## src/shared/pbw_pkg.sv

```systemverilog
// shared constants and types for the pushbutton wake and reset controller
package pbw_pkg;

  // timing in native units
  localparam int CLK_MHZ = 250;
  localparam int INT_PULSE_US = 128;
  localparam int INT_PULSE_CYC = INT_PULSE_US * CLK_MHZ;
  localparam int WDOG_S = 14;
  localparam longint WDOG_CYC = longint'(WDOG_S) * 1000000 * CLK_MHZ;

  // press timer field widths and unit (timer ticks counted in core clocks)
  localparam int DUR_W = 32;
  localparam int TICK_W = 40;

  // long press action encodings
  localparam logic [1:0] LPA_POWER_CYCLE = 2'h0;
  localparam logic [1:0] LPA_NOTHING = 2'h1;
  localparam logic [1:0] LPA_SHIP_BIT = 2'h2;

  // power sequencer states
  typedef enum logic [2:0] {
    PBW_RUN = 3'b000,
    PBW_SHIP = 3'b001,
    PBW_WAKING = 3'b010,
    PBW_CYCLE_OFF = 3'b011,
    PBW_CYCLE_ON = 3'b100
  } pbw_state_t;

  // power cycle off time
  localparam int CYCLE_OFF_US = 1;
  localparam int CYCLE_OFF_CYC = CYCLE_OFF_US * CLK_MHZ;

endpackage

```

## src/hdl/pbw_ctrl.sv

```systemverilog
// pushbutton wake, long press and watchdog reset controller
`timescale 1ns/1ps
`default_nettype none
module pbw_ctrl
  import pbw_pkg::*;
#(
  parameter longint WDOG_CYCLES = WDOG_CYC,
  parameter int CYCLE_OFF_CYCLES = CYCLE_OFF_CYC,
  parameter int PULSE_CYCLES = INT_PULSE_CYC
) (
  // clock and reset
  input wire logic core_clk,
  input wire logic reset,
  // pins
  input wire logic button_in_n,
  input wire logic input_supply_valid,
  output logic int_oe,
  output logic int_out,
  // power control
  input wire logic start_ship_mode,
  input wire logic regulator_enable,
  input wire logic startup_ok,
  output logic always_on_supply,
  output logic system_rail,
  output logic regulator_out,
  output logic ship_mode,
  // timer settings, in core clock cycles, and long press options
  input wire logic [DUR_W-1:0] first_press_timer,
  input wire logic [DUR_W-1:0] second_press_timer,
  input wire logic [DUR_W-1:0] long_press_timer,
  input wire logic [DUR_W-1:0] warning_interval_setting,
  input wire logic [1:0] long_press_action,
  input wire logic reset_requires_input_supply,
  // host controls
  input wire logic soft_power_cycle_request,
  input wire logic adapter_watchdog_enable,
  input wire logic bus_activity,
  input wire logic flags_read,
  input wire logic other_int_event,
  input wire logic mask_first,
  input wire logic mask_second,
  input wire logic mask_warning,
  input wire logic mask_other,
  // flags
  output logic first_press_flag,
  output logic second_press_flag,
  output logic long_press_warning_flag
);

  // ----------------------------------------
  // pin synchronisers
  // ----------------------------------------
  logic btn_s1, btn_s2, vin_s1, vin_s2;
  always_ff @(posedge core_clk or posedge reset) begin
    if (reset) begin
      btn_s1 <= 1'b1;
      btn_s2 <= 1'b1;
      vin_s1 <= 1'b0;
      vin_s2 <= 1'b0;
    end else begin
      btn_s1 <= button_in_n;
      btn_s2 <= btn_s1;
      vin_s1 <= input_supply_valid;
      vin_s2 <= vin_s1;
    end
  end

  logic pressed;
  assign pressed = ~btn_s2;

  // ----------------------------------------
  // press timers and state
  // ----------------------------------------
  pbw_state_t state, next_state;
  logic [TICK_W-1:0] press_cnt, next_press_cnt;
  logic [DUR_W-1:0] dur1, dur2, durl, durw;
  logic [DUR_W-1:0] next_dur1, next_dur2, next_durl, next_durw;
  logic armed, next_armed;
  logic vin_whole, next_vin_whole;
  logic t1_done, t2_done, tl_done, tw_done;
  logic next_t1_done, next_t2_done, next_tl_done, next_tw_done;
  logic [TICK_W-1:0] off_cnt, next_off_cnt;
  logic [TICK_W-1:0] wd_cnt, next_wd_cnt;
  logic wd_run, next_wd_run, vin_prev;
  logic f1, f2, fw, next_f1, next_f2, next_fw;
  logic ev1, ev2, evw, fire;
  logic started, next_started;

  function automatic logic hit(input logic [TICK_W-1:0] cnt, input logic [DUR_W-1:0] dur);
    hit = (cnt == TICK_W'(dur));
  endfunction

  always_comb begin
    next_state = state;
    next_press_cnt = press_cnt;
    next_dur1 = dur1;
    next_dur2 = dur2;
    next_durl = durl;
    next_durw = durw;
    next_armed = armed;
    next_vin_whole = vin_whole;
    next_t1_done = t1_done;
    next_t2_done = t2_done;
    next_tl_done = tl_done;
    next_tw_done = tw_done;
    next_off_cnt = off_cnt;
    ev1 = 1'b0;
    ev2 = 1'b0;
    evw = 1'b0;
    if (!pressed) begin
      next_press_cnt = '0;
      next_armed = 1'b1;
      next_vin_whole = 1'b1;
      next_t1_done = 1'b0;
      next_t2_done = 1'b0;
      next_tl_done = 1'b0;
      next_tw_done = 1'b0;
      next_dur1 = first_press_timer;
      next_dur2 = second_press_timer;
      next_durl = long_press_timer;
      next_durw = warning_interval_setting;
    end else begin
      next_press_cnt = press_cnt + TICK_W'(1);
      if (!vin_s2) begin
        next_vin_whole = 1'b0;
      end
      if (!t1_done && hit(press_cnt, dur1)) begin
        next_t1_done = 1'b1;
        ev1 = armed && state == PBW_RUN;
      end
      if (!t2_done && hit(press_cnt, dur1 + dur2)) begin
        next_t2_done = 1'b1;
        ev2 = armed && state == PBW_RUN;
      end
      if (!tw_done && durw <= durl && hit(press_cnt, durl - durw)) begin
        next_tw_done = 1'b1;
        evw = armed && state == PBW_RUN;
      end
    end
    unique case (state)
      PBW_RUN: begin
        if (pressed && !tl_done && hit(press_cnt, durl)) begin
          next_tl_done = 1'b1;
          if (armed) begin
            if ((long_press_action & LPA_SHIP_BIT) != '0) begin
              next_state = PBW_SHIP;
            end else if (long_press_action == LPA_POWER_CYCLE && (vin_whole || !reset_requires_input_supply)) begin
              next_state = PBW_CYCLE_OFF;
              next_off_cnt = '0;
            end
          end
        end
        if (soft_power_cycle_request || (wd_run && wd_cnt == TICK_W'(WDOG_CYCLES))) begin
          next_state = PBW_CYCLE_OFF;
          next_off_cnt = '0;
        end
        if (start_ship_mode) begin
          next_state = PBW_SHIP;
        end
      end
      PBW_SHIP: begin
        if (vin_s2) begin
          next_state = PBW_RUN;
        end else if (pressed) begin
          next_state = PBW_WAKING;
          next_press_cnt = '0;
          next_dur2 = second_press_timer;
        end
      end
      PBW_WAKING: begin
        if (vin_s2) begin
          next_state = PBW_RUN;
          next_armed = ~pressed;
        end else if (!pressed) begin
          next_state = PBW_SHIP;
        end else if (hit(press_cnt, dur2)) begin
          next_state = PBW_RUN;
          next_armed = 1'b0;
          next_t1_done = 1'b1;
          next_t2_done = 1'b1;
          next_tw_done = 1'b1;
          next_tl_done = 1'b1;
        end
      end
      PBW_CYCLE_OFF: begin
        next_off_cnt = off_cnt + TICK_W'(1);
        if (off_cnt == TICK_W'(CYCLE_OFF_CYCLES)) begin
          next_state = PBW_CYCLE_ON;
        end
      end
      PBW_CYCLE_ON: begin
        next_state = PBW_RUN;
        next_armed = ~pressed;
      end
      default: begin
        next_state = PBW_RUN;
      end
    endcase
  end

  // ----------------------------------------
  // watchdog, flags and start-up
  // ----------------------------------------
  always_comb begin
    next_wd_run = wd_run;
    next_wd_cnt = wd_cnt;
    if (!adapter_watchdog_enable || !vin_s2 || bus_activity) begin
      next_wd_run = 1'b0;
      next_wd_cnt = '0;
    end else if (vin_s2 && !vin_prev) begin
      next_wd_run = 1'b1;
      next_wd_cnt = '0;
    end else if (wd_run) begin
      next_wd_cnt = wd_cnt + TICK_W'(1);
      if (wd_cnt == TICK_W'(WDOG_CYCLES)) begin
        next_wd_run = 1'b0;
      end
    end
    // set wins over a host read clear
    next_f1 = ev1 | (f1 & ~flags_read);
    next_f2 = ev2 | (f2 & ~flags_read);
    next_fw = evw | (fw & ~flags_read);
    next_started = started | startup_ok;
  end

  // pulse on a fresh flag set or an other event, unmasked, after start-up
  assign fire = started && ((ev1 && !f1 && !mask_first) || (ev2 && !f2 && !mask_second)
                || (evw && !fw && !mask_warning) || (other_int_event && !mask_other));

  always_ff @(posedge core_clk or posedge reset) begin
    if (reset) begin
      state <= PBW_RUN;
      press_cnt <= '0;
      dur1 <= '0;
      dur2 <= '0;
      durl <= '0;
      durw <= '0;
      armed <= 1'b1;
      vin_whole <= 1'b1;
      t1_done <= 1'b0;
      t2_done <= 1'b0;
      tl_done <= 1'b0;
      tw_done <= 1'b0;
      off_cnt <= '0;
      wd_cnt <= '0;
      wd_run <= 1'b0;
      vin_prev <= 1'b0;
      f1 <= 1'b0;
      f2 <= 1'b0;
      fw <= 1'b0;
      started <= 1'b0;
    end else begin
      state <= next_state;
      press_cnt <= next_press_cnt;
      dur1 <= next_dur1;
      dur2 <= next_dur2;
      durl <= next_durl;
      durw <= next_durw;
      armed <= next_armed;
      vin_whole <= next_vin_whole;
      t1_done <= next_t1_done;
      t2_done <= next_t2_done;
      tl_done <= next_tl_done;
      tw_done <= next_tw_done;
      off_cnt <= next_off_cnt;
      wd_cnt <= next_wd_cnt;
      wd_run <= next_wd_run;
      vin_prev <= vin_s2;
      f1 <= next_f1;
      f2 <= next_f2;
      fw <= next_fw;
      started <= next_started;
    end
  end

  // ----------------------------------------
  // outputs
  // ----------------------------------------
  assign first_press_flag = f1;
  assign second_press_flag = f2;
  assign long_press_warning_flag = fw;
  assign ship_mode = (state == PBW_SHIP) || (state == PBW_WAKING);
  assign always_on_supply = (state != PBW_SHIP);
  assign system_rail = (state == PBW_RUN) || (state == PBW_CYCLE_ON);
  assign regulator_out = system_rail && regulator_enable;

  pbw_int_pulse #(
    .PULSE_CYC(PULSE_CYCLES)
  ) u_int (
    .core_clk(core_clk),
    .reset(reset),
    .fire(fire),
    .int_oe(int_oe),
    .int_out(int_out)
  );

endmodule
`default_nettype wire

```

## src/hdl/pbw_int_pulse.sv

```systemverilog
// open-drain interrupt pulse generator
`timescale 1ns/1ps
`default_nettype none
module pbw_int_pulse
  import pbw_pkg::*;
#(
  parameter int PULSE_CYC = INT_PULSE_CYC
) (
  // clock and reset
  input wire logic core_clk,
  input wire logic reset,
  // request
  input wire logic fire,
  // pin
  output logic int_oe,
  output logic int_out
);

  localparam int CNT_W = $clog2(PULSE_CYC + 1);

  logic [CNT_W-1:0] count;
  logic [CNT_W-1:0] next_count;

  // ----------------------------------------
  // pulse length counter
  // ----------------------------------------
  always_comb begin
    next_count = count;
    if (fire) begin
      next_count = CNT_W'(PULSE_CYC);
    end else if (count != '0) begin
      next_count = count - CNT_W'(1);
    end
  end

  always_ff @(posedge core_clk or posedge reset) begin
    if (reset) begin
      count <= '0;
    end else begin
      count <= next_count;
    end
  end

  assign int_oe = (count != '0);
  assign int_out = 1'b0;

endmodule
`default_nettype wire

```

## config.mk

```make
export PLATFORM = sky130hd
export DESIGN_NAME = pbw_ctrl
export DESIGN_NICKNAME = d
export VERILOG_FILES = /design/src/shared/pbw_pkg.sv /design/src/hdl/pbw_ctrl.sv /design/src/hdl/pbw_int_pulse.sv
export SDC_FILE = /design/constraint.sdc
export NUM_CORES = 1
export LEC_CHECK = 0
export BUFFER_PORTS_ARGS = -buffer_cell sky130_fd_sc_hd__buf_2
export CORE_MARGIN = 4
export CORE_UTILIZATION = 56
export DETAILED_ROUTE_END_ITERATION = 10
export HOLD_SLACK_MARGIN = 0.02
export PLACE_DENSITY = 0.8
export SYNTH_ARGS = -nofsm -noshare
export SYNTH_HDL_FRONTEND = slang
export SYNTH_SLANG_ARGS = --single-unit
```

## constraint.sdc

```tcl
create_clock -name core_clk -period 8 [get_ports core_clk]
set_input_delay 0.4 -clock core_clk [delete_from_list [all_inputs] [get_ports core_clk]]
set_output_delay 0.4 -clock core_clk [all_outputs]
set_load 0.01 [all_outputs]
```

Yosys cells after proc, flatten, opt, wreduce, memory -nomap -nowiden --
Cells that the tools add are included.
Word-level totals: register bits 282, input port bits 147, output and inout bits 9, word-level logic and storage cells 188
Cells by class: add/subtract/negate cells 6, order comparisons 1, equal/unequal tests 23, muxes and demuxes 73, bitwise logic cells 9, reduce and logical (&&, ||, !) cells 51
Operators with widths (count):
- 2-to-1 mux 40 bit | 12
- == test 40 x 32 -> 1 bit | 5
- 2-to-1 mux 32 bit | 4
- adder 40 x 1 -> 40 bit (second input constant) | 3
- one-hot mux 40 bit (2 select lines) | 1
- == test 40 x 32 -> 1 bit (second input constant) | 1
- == test 40 x 8 -> 1 bit (second input constant) | 1
- 2-to-1 mux 1 bit | 39
- 2-to-1 mux 3 bit | 12
- adder 32 bit | 1
- <= comparator 32 bit | 1
- subtractor 32 bit | 1
- 2-to-1 mux 15 bit | 2
- logical AND 1 bit | 19
- zero test 1 bit | 15
- nonzero test 15 bit | 1
- subtractor 15 x 1 -> 15 bit (second input constant) | 1
- one-hot mux 3 bit (4 select lines) | 1
- logical OR 1 bit | 9
- != test 3 x 1 -> 1 bit (second input constant) | 3
- == test 3 x 2 -> 1 bit (second input constant) | 2
- != test 3 x 2 -> 1 bit (second input constant) | 2
- AND reduction 6 bit | 1
- != test 5 x 3 -> 1 bit (second input constant) | 1
- 16 further kinds | 25

Logic depth before layout (Yosys ltp) --
word-level depth 12, depth in mapped cells 13

By module --
A second synthesis with hierarchy kept.
Second synthesis, totals: cell total of the unflattened synthesis 2055, area, all modules 18531.5 um^2
Modules (own cells, without submodules):
- pbw_ctrl | instances 1, cells an instance 1966, area each 17629.4 um^2, sequential area each 6686.4 um^2
- pbw_int_pulse | instances 1, cells an instance 89, area each 902.1 um^2, sequential area each 375.4 um^2

Worst setup path after synthesis --
Ideal clock, no wire load.
kind flip-flop to flip-flop, from register durl[0], to register tw_done, library setup time 0.082 ns, arrival 3.361 ns, required time 7.918 ns, slack 4.557 ns, stages on the path, launching flop included 13, path buffers 0, clock period less this slack 3.443 ns, cell sequence dfrtp_1 inv_1 ha_1 fa_1 nand3b_1 a21oi_1 o21ai_0 a31oi_1 nor3_1 or4_1 or4_4 or4_1 a31oi_1
On the way: longest elaborated chain between the ends 9, elaborated cells on any way between the ends 11, classes of those cells 1 x add/sub; 1 x order compare; 1 x eq/ne; 6 x mux; 2 x reduce/logical
RTL lines:
- start, declared | line pbw_ctrl.sv:76 | logic [DUR_W-1:0] dur1, dur2, durl, durw;
- start signal, assigned | line pbw_ctrl.sv:257 | durl <= next_durl;
- subtractor 32 bit or <= comparator 32 bit (tied branches) | line pbw_ctrl.sv:135 | if (!tw_done && durw <= durl && hit(press_cnt, durl - durw)) begin
- == test 40 x 32 -> 1 bit or logical AND 1 bit (tied branches) | line pbw_ctrl.sv:90, pbw_ctrl.sv:135
- logical AND 1 bit * | line pbw_ctrl.sv:135
- 2-to-1 mux 1 bit * | line pbw_ctrl.sv:135
- 2-to-1 mux 1 bit * | line pbw_ctrl.sv:110 | if (!pressed) begin
- 2-to-1 mux 1 bit | line pbw_ctrl.sv:176 | end else if (hit(press_cnt, dur2)) begin
- 2-to-1 mux 1 bit | line pbw_ctrl.sv:174 | end else if (!pressed) begin
- 2-to-1 mux 1 bit | line pbw_ctrl.sv:171 | if (vin_s2) begin
- 2-to-1 mux 1 bit * | line pbw_ctrl.sv:140 | unique case (state)
- net next_tw_done | line pbw_ctrl.sv:81 | logic next_t1_done, next_t2_done, next_tl_done, next_tw_done;
- end signal, assigned | line pbw_ctrl.sv:264 | tw_done <= next_tw_done;
- end, declared | line pbw_ctrl.sv:80 | logic t1_done, t2_done, tl_done, tw_done;
Mark *: on every way through the listed nets, which the timed path passes. The rest lies on a longest branch. A chain may end at the register's enable or synchronous reset.

Worst setup path in the final report --
from register dur1[27], to register u_int.count[6]
On the way: longest elaborated chain between the ends 12, elaborated cells on any way between the ends 19, classes of those cells 1 x add/sub; 2 x eq/ne; 5 x mux; 11 x reduce/logical
RTL lines:
- start, declared | line pbw_ctrl.sv:76
- start signal, assigned | line pbw_ctrl.sv:255 | dur1 <= next_dur1;
- adder 32 bit | line pbw_ctrl.sv:131 | if (!t2_done && hit(press_cnt, dur1 + dur2)) begin
- == test 40 x 32 -> 1 bit | line pbw_ctrl.sv:90 | hit = (cnt == TICK_W'(dur));
- logical AND 1 bit | line pbw_ctrl.sv:131
- 2-to-1 mux 1 bit | line pbw_ctrl.sv:131
- 2-to-1 mux 1 bit | line pbw_ctrl.sv:110
- logical AND 1 bit (2 in series) | line pbw_ctrl.sv:227 | assign fire = started && ((ev1 && !f1 && !mask_first) || (ev2 && !f2 && !mask_second)
- logical OR 1 bit * | line pbw_ctrl.sv:227
- logical OR 1 bit * (2 in series) | line pbw_ctrl.sv:228 | || (evw && !fw && !mask_warning) || (other_int_event && !mask_other));
- logical AND 1 bit * | line pbw_ctrl.sv:227
- 2-to-1 mux 15 bit or nonzero test 2 bit (tied branches)
- end signal, assigned | line pbw_int_pulse.sv:40 | count <= next_count;
- end, declared | line pbw_int_pulse.sv:21 | logic [CNT_W-1:0] count;
Mark *: on every way between the ends. The rest lies on a longest branch, timed or not.

==> impl_results.md <==
- Leakage power: 9.05 nW
- Clock tree sinks: 282
- Synth warnings: 0
- 1st-pass router iterations: 8
- Maximum VDD drop: 0.239 mV
- Synth async-reset ratio: between 90% and 100%
- Max Cap Viol: 0
- Setup WS post-layout: 3030 ps
- Die ar.: 37300 um2
- Via/cell ratio: between 6 and 7
- Status: complete, no violations
- CP Max Fanout: 15
- Arr. time, crit path: between 5000 and 6000 ps
- Core Area: 33700 um2
- Crit path to: u_int.count[6]$_DFFE_PP0P_
- # fillers: 2847
- Final Wtd Congestion: between 1 and 1.5
- Final setup vio count: 0
- WHS: 49.8 ps
- Netlist cell types: 88
- RR Endpoint: u_int.count[6]$_DFFE_PP0P_
- CP startpoint kind: register
- Commonest non-fill, non-tap cell in the layout: dfrtp_1
- Slew HR: 26.3%
- Critical Path RT: 8390 ps
- Worst-case clock buffer depth: 3
- Dpl ws: 3240 ps
- Most frequent cells in the layout: dfrtp_1, nand2_1, nor2_1, buf_2, xor2_1
- Starting Density: between 50% and 60%
- Clk_lat worst skew: 560 ps
- TritonCTS clock tree: yes
- CP Launch Point: dur1[27]$_DFFE_PP0P_
- R2R depth: 10
- EDFF count, synth: 0
- Die Height: 193 um
- Max-slew violation count: 0
- Die width: 193 um
- Setup slack, reg-to-reg: approximately 3000 ps
- Synth top area share: 36.3%
- Largest net degree at the start of global routing: 190
- Synthesized Nets: between 2000 and 2500
- Post-CTS Resized: 0
- N_diodes: 0
- Synth area leader: dfrtp_1
- Minimum clock period after layout: 4970 ps
- TNS Setup: 0 ps
- Cell count after synthesis: between 2000 and 2500
- Final Cycle Share: slightly above 60%
- H-tree levels: 2
- First-pass GRT wire length: ~95000 um
- Clk slew on worst S/H paths: 60 ps
- GRT overflow: 0
- DP HPWL: 47600 um
- Min-Delay Path Class: primary input to register
- R2r startpoint: dur1[27]$_DFFE_PP0P_
- Hold_sp: warning_interval_setting[17]
- Sequential cell area: about 7100 um2
- I/O pins: around 160
- Dominant cells by area after synthesis: dfrtp_1, xor2_1, xnor2_1, mux2_2, ha_1
- Worst setup path category: register to register
- Routed Antenna Nets: 0
- Footprint of the multi-input gates: 11300 um2
- Port Buf Inserts: 154
- Ys flop type: dfrtp_1
- Total GRT Usage: 33.0%
- Residual DRC: 0
- DR vias: 17062
- Synthesized area: about 19000 um2
- Clock skew: 26.0 ps
- Power density cells: 243 nW/um2
- Routed WL: 62300 um
- DR WL/cell: 22.8 um
- Fin. Hold Viols: 0
- Fmax: just over 0.2 GHz
- Flops & latches, synth: 282
- Share of cells above drive strength 1: 15.8%
- Cts bufs inserted: 35
- Worst Tran Pin Value: 1110 ps
- Register area share after synthesis: 36.8%
- CP endpoint kind: register
- Post-synthesis area per instance: 8.84 um2
- Layout net count: 2478
- Root Driver: clkbuf_16
- Antenna violations before repair: 0
- Initial DRC Count: between 1000 and 1500
- Area growth syn-to-layout: 11.7%
- RSZ-0062 raised after global routing: no
- Row count: 67
- Vias in the first global route: 16342
-- stage by stage --
step	instance area, um2	std cells	power (mW)	util, %
6_report	21400	2735	5.22	63.6
5_1_grt	21400	2735	5.46	63.6
4_1_cts	21400	2735	5.19	63.6
3_5_place_dp	20100	2666	3.45	59.8
3_3_place_gp	20100	2666	3.43	59.8
2_1_floorplan	19200	2170	2.91	-
-- critical path, cell delays in order (launching register included) --
cell,delay [ps]
dfrtp_1,400
ha_1,420
a21oi_1,620
o22ai_1,180
nor4b_1,470
o2111ai_1,190
a2111oi_0,690
nand4_1,260
nor4_1,840
and4_1,610
nor3_1,120
-- final cells by class --
type	instances	share of cell area (%)
tap	448	2.62
inverter	83	1.47
sequential	282	33.0
multi-input combinational	1686	52.8
clock buffer	45	4.54
timing repair buffer	172	4.34
clock inverter	19	1.28
-- registers in the layout (all words and copies together) (netlist names), 3 cells and up --
register / flops
press_cnt: 40
durl: 32
state: 3
durw: 32
dur2: 32
off_cnt: 40
u_int.count: 15
dur1: 32
wd_cnt: 40
-- synthesized netlist by cell type (all sizes together), types with 31 or more instances --
cell type	count
o21ai	113
xor2	140
nand2	201
dfrtp	278
nand4	84
nor2	197
nor3	53
xnor2	133
a21oi	111
nor4	52
buf	44
or3	31
ha	69
nand3	67
inv	83
mux2	100
clkbuf	75
-- where the power goes --
| part | internal [mW] | total [mW] | leakage (nW) | switching [mW] |
|---|---|---|---|---|
| Combinational | 0.658 | 1.79 | 4.84 | 1.13 |
| Clock | 1.04 | 1.72 | 0.617 | 0.678 |
| Sequential | 1.55 | 1.71 | 3.59 | 0.160 |
| Total | 3.25 | 5.22 | 9.05 | 1.97 |
-- cell families after synthesis --
kind of cell	count (synthesis)	synth area share, %
muxes	110	6.39
adders and majority gates	71	4.71
buffers and inverters	202	4.28
other	1	0.0195
xor gates and xnor gates	273	12.5
AOI/OAI and AO/OA	413	13.9
and+or+nand+nor	818	21.4
DFF	282	36.8
-- per-layer routing --
layer | GRT usage [%] | share of wire (%) | routed length [um]
met1 | 45.5 | 43 | 26700
met2 | 52.2 | 46 | 28500
met3 | 7.80 | 8.6 | 5330
met4 | 9.53 | 2.7 | 1670
met5 | 0 | 0 | 0
-- worst min path at each step --
stage	end	cells past startpoint
6_report	durw[17]$_DFFE_PP0P_	3
5_1_grt	durw[18]$_DFFE_PP0P_	3
4_1_cts	durw[17]$_DFFE_PP0P_	3
3_5_place_dp	btn_s2$_DFF_PP1_	0
3_3_place_gp	btn_s2$_DFF_PP1_	0
2_1_floorplan	vin_s2$_DFF_PP0_	0
-- repair_timing --
action	CTS	global route
buffers inserted	0	0
endpoints found under the hold margin	22	0
hold buffers	5	0
(Power assumes the default switching activity.)
